File: config.mk
export PLATFORM = sky130hd
export DESIGN_NAME = crypto_done_status_flags
export DESIGN_NICKNAME = d
export VERILOG_FILES = /design/src/crypto_done_status_pkg.sv /design/src/crypto_done_status_flags.sv /design/src/crypto_reset_seq.sv
export VERILOG_INCLUDE_DIRS = /design/src
export SDC_FILE = /design/constraint.sdc
export NUM_CORES = 1
export LEC_CHECK = 0
export BUFFER_PORTS_ARGS = -buffer_cell sky130_fd_sc_hd__buf_2
export CORE_MARGIN = 3
export CORE_UTILIZATION = 47
export DETAILED_ROUTE_END_ITERATION = 8
export PLACE_DENSITY_LB_ADDON = 0.15
export SLEW_MARGIN = 40
export SYNTH_ARGS = -nofsm -noshare
export SYNTH_HDL_FRONTEND = slang
export SYNTH_SLANG_ARGS = --single-unit
export TNS_END_PERCENT = 5
File: constraint.sdc
create_clock -name ref_clk_i -period 3.3 [get_ports ref_clk_i]
set_input_delay 0.66 -clock ref_clk_i [delete_from_list [all_inputs] [get_ports ref_clk_i]]
set_output_delay 0.66 -clock ref_clk_i [all_outputs]
set_load 0.1 [all_outputs]
File: src/crypto_done_status_flags_params.svh
// offsets, field positions, reset values and timing counts for the completion status block
`ifndef CRYPTO_DONE_STATUS_FLAGS_PARAMS_SVH
`define CRYPTO_DONE_STATUS_FLAGS_PARAMS_SVH

`define CDS_ADDR_W          8
`define CDS_OFF_CTRL        8'h00
`define CDS_OFF_IRQ_STATUS  8'h04
`define CDS_OFF_IRQ_ENABLE  8'h08
`define CDS_OFF_IRQ_CLEAR   8'h0C

`define CDS_BIT_DONE        31
`define CDS_BIT_RDY         30
`define CDS_BIT_ERR         29
`define CDS_BIT_MAA         28
`define CDS_BIT_CPH         27
`define CDS_BIT_HSH         26
`define CDS_BIT_GLS         25
`define CDS_BIT_DMA         24
`define CDS_BIT_DMA_MASK    15
`define CDS_BIT_FLAG_MODE   14
`define CDS_BIT_RST_REQ     0

`define CDS_RST_RDY         1'h1
`define CDS_RST_FLAGS       5'h00
`define CDS_RST_IRQ         3'h0

// cycles the ready flag stays low after a reset request
`define CDS_RESET_HOLD_CYC  4'h8

`endif

File: src/crypto_done_status_pkg.sv
// types shared by the completion status block
package crypto_done_status_pkg;

    // engine completion pulses, one bit each
    typedef struct packed {
        logic maa;
        logic cph;
        logic hsh;
        logic gls;
        logic dma;
    } engine_done_type;

    // register port request
    typedef struct packed {
        logic [7:0]  addr;
        logic [31:0] wdata;
        logic        wr;
        logic        rd;
    } reg_req_type;

    typedef enum logic [1:0] {
        ACC_READY,
        ACC_RESETTING
    } acc_state_type;

endpackage : crypto_done_status_pkg

File: src/crypto_done_status_flags.sv
// completion, ready and bus fault status flags of the crypto control register
`timescale 1ns/1ps
`default_nettype none

// Summary of operation
// - summary done flag sets when any counted engine done flag is set by hardware
// - summary done flag stays set until software clears it
// - writing zero to engine done flags leaves summary done unchanged
// - mask bit set: transfer done sets own flag but not summary
// - policy bit zero: direct writes to done flags; one: write-one-to-clear
// - ready flag read-only, one after reset, low during accelerator reset
// - bus fault flag sets on transfer engine access to bad memory
// - bus fault flag ignores writes, cleared only by accelerator reset
// - modular arithmetic done sets on finish, read-only while running
// - cipher done sets to one when a cipher operation finishes
// - hash done sets to one when a hash operation finishes
// - galois done sets on galois or crc finish; a hardware set wins over a same-cycle software clear
// - transfer done sets when an internal transfer completes
module crypto_done_status_flags
    import crypto_done_status_pkg::*;
(
    // clock and reset
    input  wire logic            ref_clk_i,
    input  wire logic            srst_i,
    // register port
    input  wire logic [7:0]      reg_addr_i,
    input  wire logic [31:0]     reg_wdata_i,
    input  wire logic            reg_wr_i,
    input  wire logic            reg_rd_i,
    output logic      [31:0]     reg_rdata_o,
    // engine events
    input  wire engine_done_type eng_done_i,
    input  wire logic            maa_busy_i,
    input  wire logic            dma_bus_err_i,
    // accelerator control and interrupt
    output logic                 acc_rst_o,
    output logic                 irq_o
);

`include "crypto_done_status_flags_params.svh"

    // ------------------------------------------------------------
    // register decode
    // ------------------------------------------------------------
    reg_req_type req;
    logic        wr_ctrl;
    logic        wr_ien;
    logic        wr_iclr;

    assign req     = '{addr: reg_addr_i, wdata: reg_wdata_i, wr: reg_wr_i, rd: reg_rd_i};
    assign wr_ctrl = req.wr && (req.addr == `CDS_OFF_CTRL);
    assign wr_ien  = req.wr && (req.addr == `CDS_OFF_IRQ_ENABLE);
    assign wr_iclr = req.wr && (req.addr == `CDS_OFF_IRQ_CLEAR);

    // ------------------------------------------------------------
    // accelerator reset and ready
    // ------------------------------------------------------------
    logic ready;
    logic acc_rst;
    logic rst_req;
    logic acc_wipe;

    // the request bit is self-clearing, so it is never stored
    assign rst_req  = wr_ctrl && req.wdata[`CDS_BIT_RST_REQ];
    // wipe from the request edge on, so no stale flag reads back while not ready
    assign acc_wipe = rst_req || acc_rst;

    crypto_reset_seq u_reset_seq (
        .ref_clk_i (ref_clk_i),
        .srst_i    (srst_i),
        .rst_req_i (rst_req),
        .ready_o   (ready),
        .acc_rst_o (acc_rst)
    );

    // ------------------------------------------------------------
    // control bits and done flags
    // ------------------------------------------------------------
    logic       dma_mask;
    logic       flag_mode;
    logic       done_sum;
    logic       bus_err;
    logic [4:0] flags;
    logic       next_dma_mask;
    logic       next_flag_mode;
    logic       next_done_sum;
    logic       next_bus_err;
    logic [4:0] next_flags;
    logic [4:0] set_vec;
    logic [4:0] sw_val;
    logic [4:0] wr_en_vec;
    logic       sum_set;

    // flag vector order: maa, cph, hsh, gls, dma
    assign set_vec = eng_done_i;
    assign sw_val  = req.wdata[`CDS_BIT_MAA:`CDS_BIT_DMA];
    // modular arithmetic flag locked while that engine runs
    assign wr_en_vec = {wr_ctrl && !maa_busy_i, {4{wr_ctrl}}};
    // modular arithmetic done is not part of the summary
    assign sum_set = eng_done_i.cph || eng_done_i.hsh || eng_done_i.gls
                   || (eng_done_i.dma && !dma_mask);

    genvar g;
    generate
        for (g = 0; g < 5; g++) begin : g_flag
            always_comb begin
                next_flags[g] = flags[g];
                if (wr_en_vec[g]) begin
                    if (flag_mode) begin
                        if (sw_val[g]) begin
                            next_flags[g] = 1'h0;
                        end
                    end else begin
                        next_flags[g] = sw_val[g];
                    end
                end
                // set dominates a same-cycle clear
                if (set_vec[g]) begin
                    next_flags[g] = 1'h1;
                end
            end
        end
    endgenerate

    always_comb begin
        next_dma_mask  = dma_mask;
        next_flag_mode = flag_mode;
        next_done_sum  = done_sum;
        next_bus_err   = bus_err;
        if (wr_ctrl) begin
            next_dma_mask  = req.wdata[`CDS_BIT_DMA_MASK];
            next_flag_mode = req.wdata[`CDS_BIT_FLAG_MODE];
            // only an explicit write to the summary bit touches it
            if (flag_mode) begin
                if (req.wdata[`CDS_BIT_DONE]) begin
                    next_done_sum = 1'h0;
                end
            end else begin
                next_done_sum = req.wdata[`CDS_BIT_DONE];
            end
        end
        if (sum_set) begin
            next_done_sum = 1'h1;
        end
        // software writes never reach the fault flag
        if (acc_wipe) begin
            next_bus_err = 1'h0;
        end else if (dma_bus_err_i) begin
            next_bus_err = 1'h1;
        end
    end

    always_ff @(posedge ref_clk_i) begin
        if (srst_i) begin
            dma_mask  <= 1'h0;
            flag_mode <= 1'h0;
            done_sum  <= 1'h0;
            bus_err   <= 1'h0;
            flags     <= `CDS_RST_FLAGS;
        end else if (acc_wipe) begin
            // accelerator reset wipes status but keeps the mode bits
            dma_mask  <= next_dma_mask;
            flag_mode <= next_flag_mode;
            done_sum  <= 1'h0;
            bus_err   <= 1'h0;
            flags     <= `CDS_RST_FLAGS;
        end else begin
            dma_mask  <= next_dma_mask;
            flag_mode <= next_flag_mode;
            done_sum  <= next_done_sum;
            bus_err   <= next_bus_err;
            flags     <= next_flags;
        end
    end

    // ------------------------------------------------------------
    // interrupts
    // ------------------------------------------------------------
    // events: bit0 summary done, bit1 bus fault, bit2 ready return
    logic [2:0] irq_stat;
    logic [2:0] irq_en;
    logic [2:0] next_irq_stat;
    logic [2:0] next_irq_en;
    logic [2:0] irq_evt;
    logic       ready_q;

    // engine pulses dropped by a wipe raise no summary event either
    assign irq_evt = {ready && !ready_q, next_bus_err && !bus_err, sum_set && !acc_wipe};

    always_comb begin
        next_irq_en   = wr_ien ? req.wdata[2:0] : irq_en;
        next_irq_stat = irq_stat;
        if (wr_iclr) begin
            next_irq_stat = irq_stat & ~req.wdata[2:0];
        end
        // events win over a clear in the same cycle
        next_irq_stat = next_irq_stat | irq_evt;
    end

    always_ff @(posedge ref_clk_i) begin
        if (srst_i) begin
            irq_stat <= `CDS_RST_IRQ;
            irq_en   <= `CDS_RST_IRQ;
            ready_q  <= `CDS_RST_RDY;
        end else begin
            irq_stat <= next_irq_stat;
            irq_en   <= next_irq_en;
            ready_q  <= ready;
        end
    end

    assign irq_o = |(irq_stat & irq_en);

    // ------------------------------------------------------------
    // read back
    // ------------------------------------------------------------
    logic [31:0] ctrl_word;
    logic [31:0] next_rdata;
    logic [31:0] rdata;

    always_comb begin
        ctrl_word                            = 32'h00000000;
        ctrl_word[`CDS_BIT_DONE]             = done_sum;
        ctrl_word[`CDS_BIT_RDY]              = ready;
        ctrl_word[`CDS_BIT_ERR]              = bus_err;
        ctrl_word[`CDS_BIT_MAA:`CDS_BIT_DMA] = flags;
        ctrl_word[`CDS_BIT_DMA_MASK]         = dma_mask;
        ctrl_word[`CDS_BIT_FLAG_MODE]        = flag_mode;
        next_rdata                           = 32'h00000000;
        if (req.rd) begin
            case (req.addr)
                `CDS_OFF_CTRL:       next_rdata = ctrl_word;
                `CDS_OFF_IRQ_STATUS: next_rdata = {29'h00000000, irq_stat};
                `CDS_OFF_IRQ_ENABLE: next_rdata = {29'h00000000, irq_en};
                default:             next_rdata = 32'h00000000;
            endcase
        end
    end

    always_ff @(posedge ref_clk_i) begin
        if (srst_i) begin
            rdata <= 32'h00000000;
        end else begin
            rdata <= next_rdata;
        end
    end

    assign reg_rdata_o = rdata;
    assign acc_rst_o   = acc_rst;

endmodule : crypto_done_status_flags

`default_nettype wire

File: src/crypto_reset_seq.sv
// accelerator soft reset sequencer driving the ready flag
`timescale 1ns/1ps
`default_nettype none

module crypto_reset_seq
    import crypto_done_status_pkg::*;
(
    // clock and reset
    input  wire logic ref_clk_i,
    input  wire logic srst_i,
    // control
    input  wire logic rst_req_i,
    // status
    output logic      ready_o,
    output logic      acc_rst_o
);

`include "crypto_done_status_flags_params.svh"

    acc_state_type state;
    acc_state_type next_state;
    logic [3:0]    cnt;
    logic [3:0]    next_cnt;
    logic          ready;
    logic          next_ready;

    always_comb begin
        next_state = state;
        next_cnt   = cnt;
        next_ready = ready;
        case (state)
            ACC_READY: begin
                if (rst_req_i) begin
                    next_state = ACC_RESETTING;
                    next_cnt   = `CDS_RESET_HOLD_CYC;
                    next_ready = 1'h0;
                end
            end
            ACC_RESETTING: begin
                // a repeated request restarts the hold
                if (rst_req_i) begin
                    next_cnt = `CDS_RESET_HOLD_CYC;
                end else if (cnt == 4'h1) begin
                    next_state = ACC_READY;
                    next_ready = 1'h1;
                end else begin
                    next_cnt = cnt - 4'h1;
                end
            end
            default: begin
                next_state = ACC_READY;
                next_ready = 1'h1;
            end
        endcase
    end

    always_ff @(posedge ref_clk_i) begin
        if (srst_i) begin
            state <= ACC_READY;
            cnt   <= 4'h0;
            ready <= `CDS_RST_RDY;
        end else begin
            state <= next_state;
            cnt   <= next_cnt;
            ready <= next_ready;
        end
    end

    assign ready_o   = ready;
    assign acc_rst_o = (state == ACC_RESETTING);

endmodule : crypto_reset_seq

`default_nettype wire

==> impl_metrics.csv <==
group,metric,value,unit
clock_network,cts-resized-gates,0,
placed_design,globalplace.congestion,0.7652,
floorplan,die_area,0.004012,mm2
worst_setup_path,start_kind,"input port",
final_layout,utilization,0.5794,
sta,setup_viol,0,
drt,first_pass_iters,4,
sta,min_period,2.131,ns
floorplan,coreArea,0.003103,mm2
yosys,synth_edf_count,0,
floorplan,rows,20,
placed_design,hpwl,2543,um
worst_setup_path,worstReg2RegEnd,"u_reset_seq.cnt[1]$_SDFFE_PP0P_",
drt,ant_nets,0,
floorplan,die_w,63.34,um
final_layout,synthToLayoutAreaGrowth,16.36,%
clock_network,clkTransAtPathRegs,0.10,ns
worst_setup_path,crit_type,"in2reg",
yosys,yosysTopAreaCell,"dfxtp_1",
sta,maxSlewViolCount,0,
worst_setup_path,cp_max_fo,10,
yosys,ys_ff_latch,35,
worst_setup_path,r2r_cells,4,
drt,drc,0,
sta,finalCritPeriodShare,0.6456,
power,powerDensity,453.2,mW/mm2
sta,slew_headroom,0.4991,
run_status,status,"complete, no violations",
worst_setup_path,rr_startpoint,"u_reset_seq.cnt[0]$_SDFFE_PP0P_",
clock_network,postCtsHoldBufs,0,
drt,wire_per_inst,12.79,um
clock_network,htreeDepth,2,
yosys,synth_compound_area_frac,0.1393,
drt,viasPerCell,4.973,
flow_run,maxCapViolCount,0,
power,ir_drop,0.2439,mV
yosys,ys_seq_area_frac,0.4534,
global_route,grt_antenna_before_repair,0,
worst_setup_path,max_stage_delay,0.66,ns
sta,hold_viol,0,
clock_network,clock_latency,0.33,ns
global_route,grt_pass1_wl,5451,um
yosys,netlist_instances,170,
yosys,syn_avg_cell_area,9.090,um2
worst_setup_path,reg2reg_setup_slack,1.46,ns
final_layout,layout.nets,272,
yosys,synthArstFlopShare,0,
yosys,synth_mux_area_frac,0.01296,
yosys,yosys.area.top_type_share,0.4534,
yosys,synth_top_family_by_area,"simple AND/OR/NAND/NOR gates",
sta,fin_setup_tns,0,ns
floorplan,die_h,63.34,um
global_route,grt_pass1_vias,1230,
yosys,yosysWarnings,0,
clock_network,clock-sinks,35,
sta,holdWs,0.4473,ns
yosys,synth_area_leaders,"dfxtp_1 (45%), buf_4 (9.2%), a21oi_1 (5.8%)",
worst_hold_path,hp-class,"reg2reg",
clock_network,cts_tree,"built",
worst_setup_path,end_kind,"register",
worst_setup_path,crit_required,3.57,ns
yosys,synth-xor-area-share,0.01134,
floorplan,start_util,0.4980,
yosys,synth_fa_ha_area_frac,0.01619,
clock_network,cts_root_buffer,"clkbuf_4",
yosys,yosysUniqueCellTypes,38,
clock_network,postCtsSetupBuffers,0,
worst_setup_path,crit_chain,"buf_2 > nor4_1 > nand2_1 > nor3_2 > and2_1",
sta,fmax,469.4,MHz
power,leakagePower,0.0008014,uW
power,power.total,814.8,uW
global_route,grt_max_degree,18,
yosys,syn_area,0.001545,mm2
clock_network,cts-buffers-inserted,5,
yosys,synth-simple-area-share,0.2575,
sta,tightest_slew,0.7445,ns
final_layout,drive_above_1_share,0.2648,
floorplan,ios,85,
placed_design,portBuffers,44,
final_layout,num_antenna_cells,0,
sta,grt_setup_unrepaired,"false",
drt,first_iter_violations,43,
worst_setup_path,critPathCapture,"reg_rdata_o[24]$_SDFF_PP0_",
worst_setup_path,crit_slowest_cell,"nor4_1",
global_route,track_usage,0.1730,
drt,wl,3364,um
drt,dr_total_vias,1308,
yosys,synth_ff_type,"dfxtp_1",
worst_setup_path,crit_start,"reg_addr_i[5]",
sta,clock_skew,0.01018,ns
worst_setup_path,crit_arrival,2.40,ns
global_route,grt-ovfl-total,0,
clock_network,clockBufferDepth,2,
==> final cells by class <==
class	count	area [um2]
Clock buffer	6	51.30
Inverter	5	18.77
Clock inverter	1	5.005
Multi-Input combinational cell	128	747.0
Tap cell	44	55.05
Fill cell	305	1305
Timing Repair Buffer	44	220.2
Sequential cell	35	700.7
==> cell usage after synthesis (all sizes together), types with 3 or more instances <==
cell,instances
inv,5
a22oi,3
and2,11
dfxtp,35
o21ai,7
buf,19
nand3,7
nor2,12
nand2,7
nand4,3
nor3,5
nor2b,9
a21oi,18
==> cell usage in the layout (no fill, tap or decap), types with 2 or more instances in the layout <==
cell type | synthesis | routed
buf_2 | 0 | 44
dfxtp_1 | 35 | 35
conb_1 | 1 | 19
a21oi_1 | 18 | 18
nor2_1 | 12 | 12
and2_1 | 11 | 11
nor2b_1 | 9 | 9
nand3_1 | 7 | 7
nand2_1 | 7 | 7
o21ai_0 | 7 | 7
inv_1 | 5 | 5
clkbuf_4 | 0 | 5
nor3_1 | 4 | 4
a22oi_1 | 3 | 3
nand4_1 | 3 | 3
or3b_2 | 2 | 2
o31ai_1 | 2 | 2
nand2b_1 | 2 | 2
mux2i_1 | 2 | 2
ha_1 | 2 | 2
==> sequential cells by signal, summed over array words and instances (netlist names) <==
name	flops
ready_q	1
flag_mode	1
u_reset_seq.cnt	4
done_sum	1
flags	5
reg_rdata_o	13
irq_stat	3
irq_en	3
bus_err	1
dma_mask	1
u_reset_seq.ready_o	1
u_reset_seq.state	1
==> worst max-delay path: cells and delay by family <==
family / cells / cell delay (ns)
simple gates: 4 / 1.63
buf+inv: 1 / 0.11
==> metal layers <==
layer  vias up  GRT usage  routed length, um
li1        653          -                  -
met1       608     0.2089               1442
met2        42     0.2920               1639
met3         5    0.04635                226
met4         0    0.06469                 55
met5         -          0                  0
==> power breakdown <==
part	internal (uW)	switching [uW]	total [uW]	leakage, uW
sequential	431	4.50	435	0.000285
combinational	24.4	123	147	0.000482
clock	98.7	133	232	0.0000341
==> worst min path at each step <==
stage,slack (ns),start,end,depth (start not counted)
2_1_floorplan,0.42,flags[0]$_SDFFE_PP0P_,reg_rdata_o[24]$_SDFF_PP0_,1
3_3_place_gp,0.43,flags[3]$_SDFFE_PP0P_,reg_rdata_o[27]$_SDFF_PP0_,1
3_5_place_dp,0.44,flags[3]$_SDFFE_PP0P_,reg_rdata_o[27]$_SDFF_PP0_,1
4_1_cts,0.46,done_sum$_SDFFE_PP0P_,reg_rdata_o[31]$_SDFF_PP0_,1
5_1_grt,0.47,done_sum$_SDFFE_PP0P_,reg_rdata_o[31]$_SDFF_PP0_,1
6_report,0.45,done_sum$_SDFFE_PP0P_,reg_rdata_o[31]$_SDFF_PP0_,1
==> metrics by stage <==
| step | std cells | setup slack, ns | cell area, um2 |
|---|---|---|---|
| finish | 263 | 1.169 | 1798 |
| global placement | 256 | 0.8645 | 1742 |
| detailed placement | 256 | 0.8656 | 1742 |
| floorplan | 188 | 1.262 | 1613 |
| CTS | 263 | 1.174 | 1798 |
| global route | 263 | 0.9761 | 1798 |
==> cells by family after synthesis <==
group,after synthesis
simple gates,67
mux,2
buf+inv,25
xor+xnor,2
compound gates,36
flops,35
fa+ha+maj,2
other cells,1
Note: power is estimated with default switching activity, not from simulation.
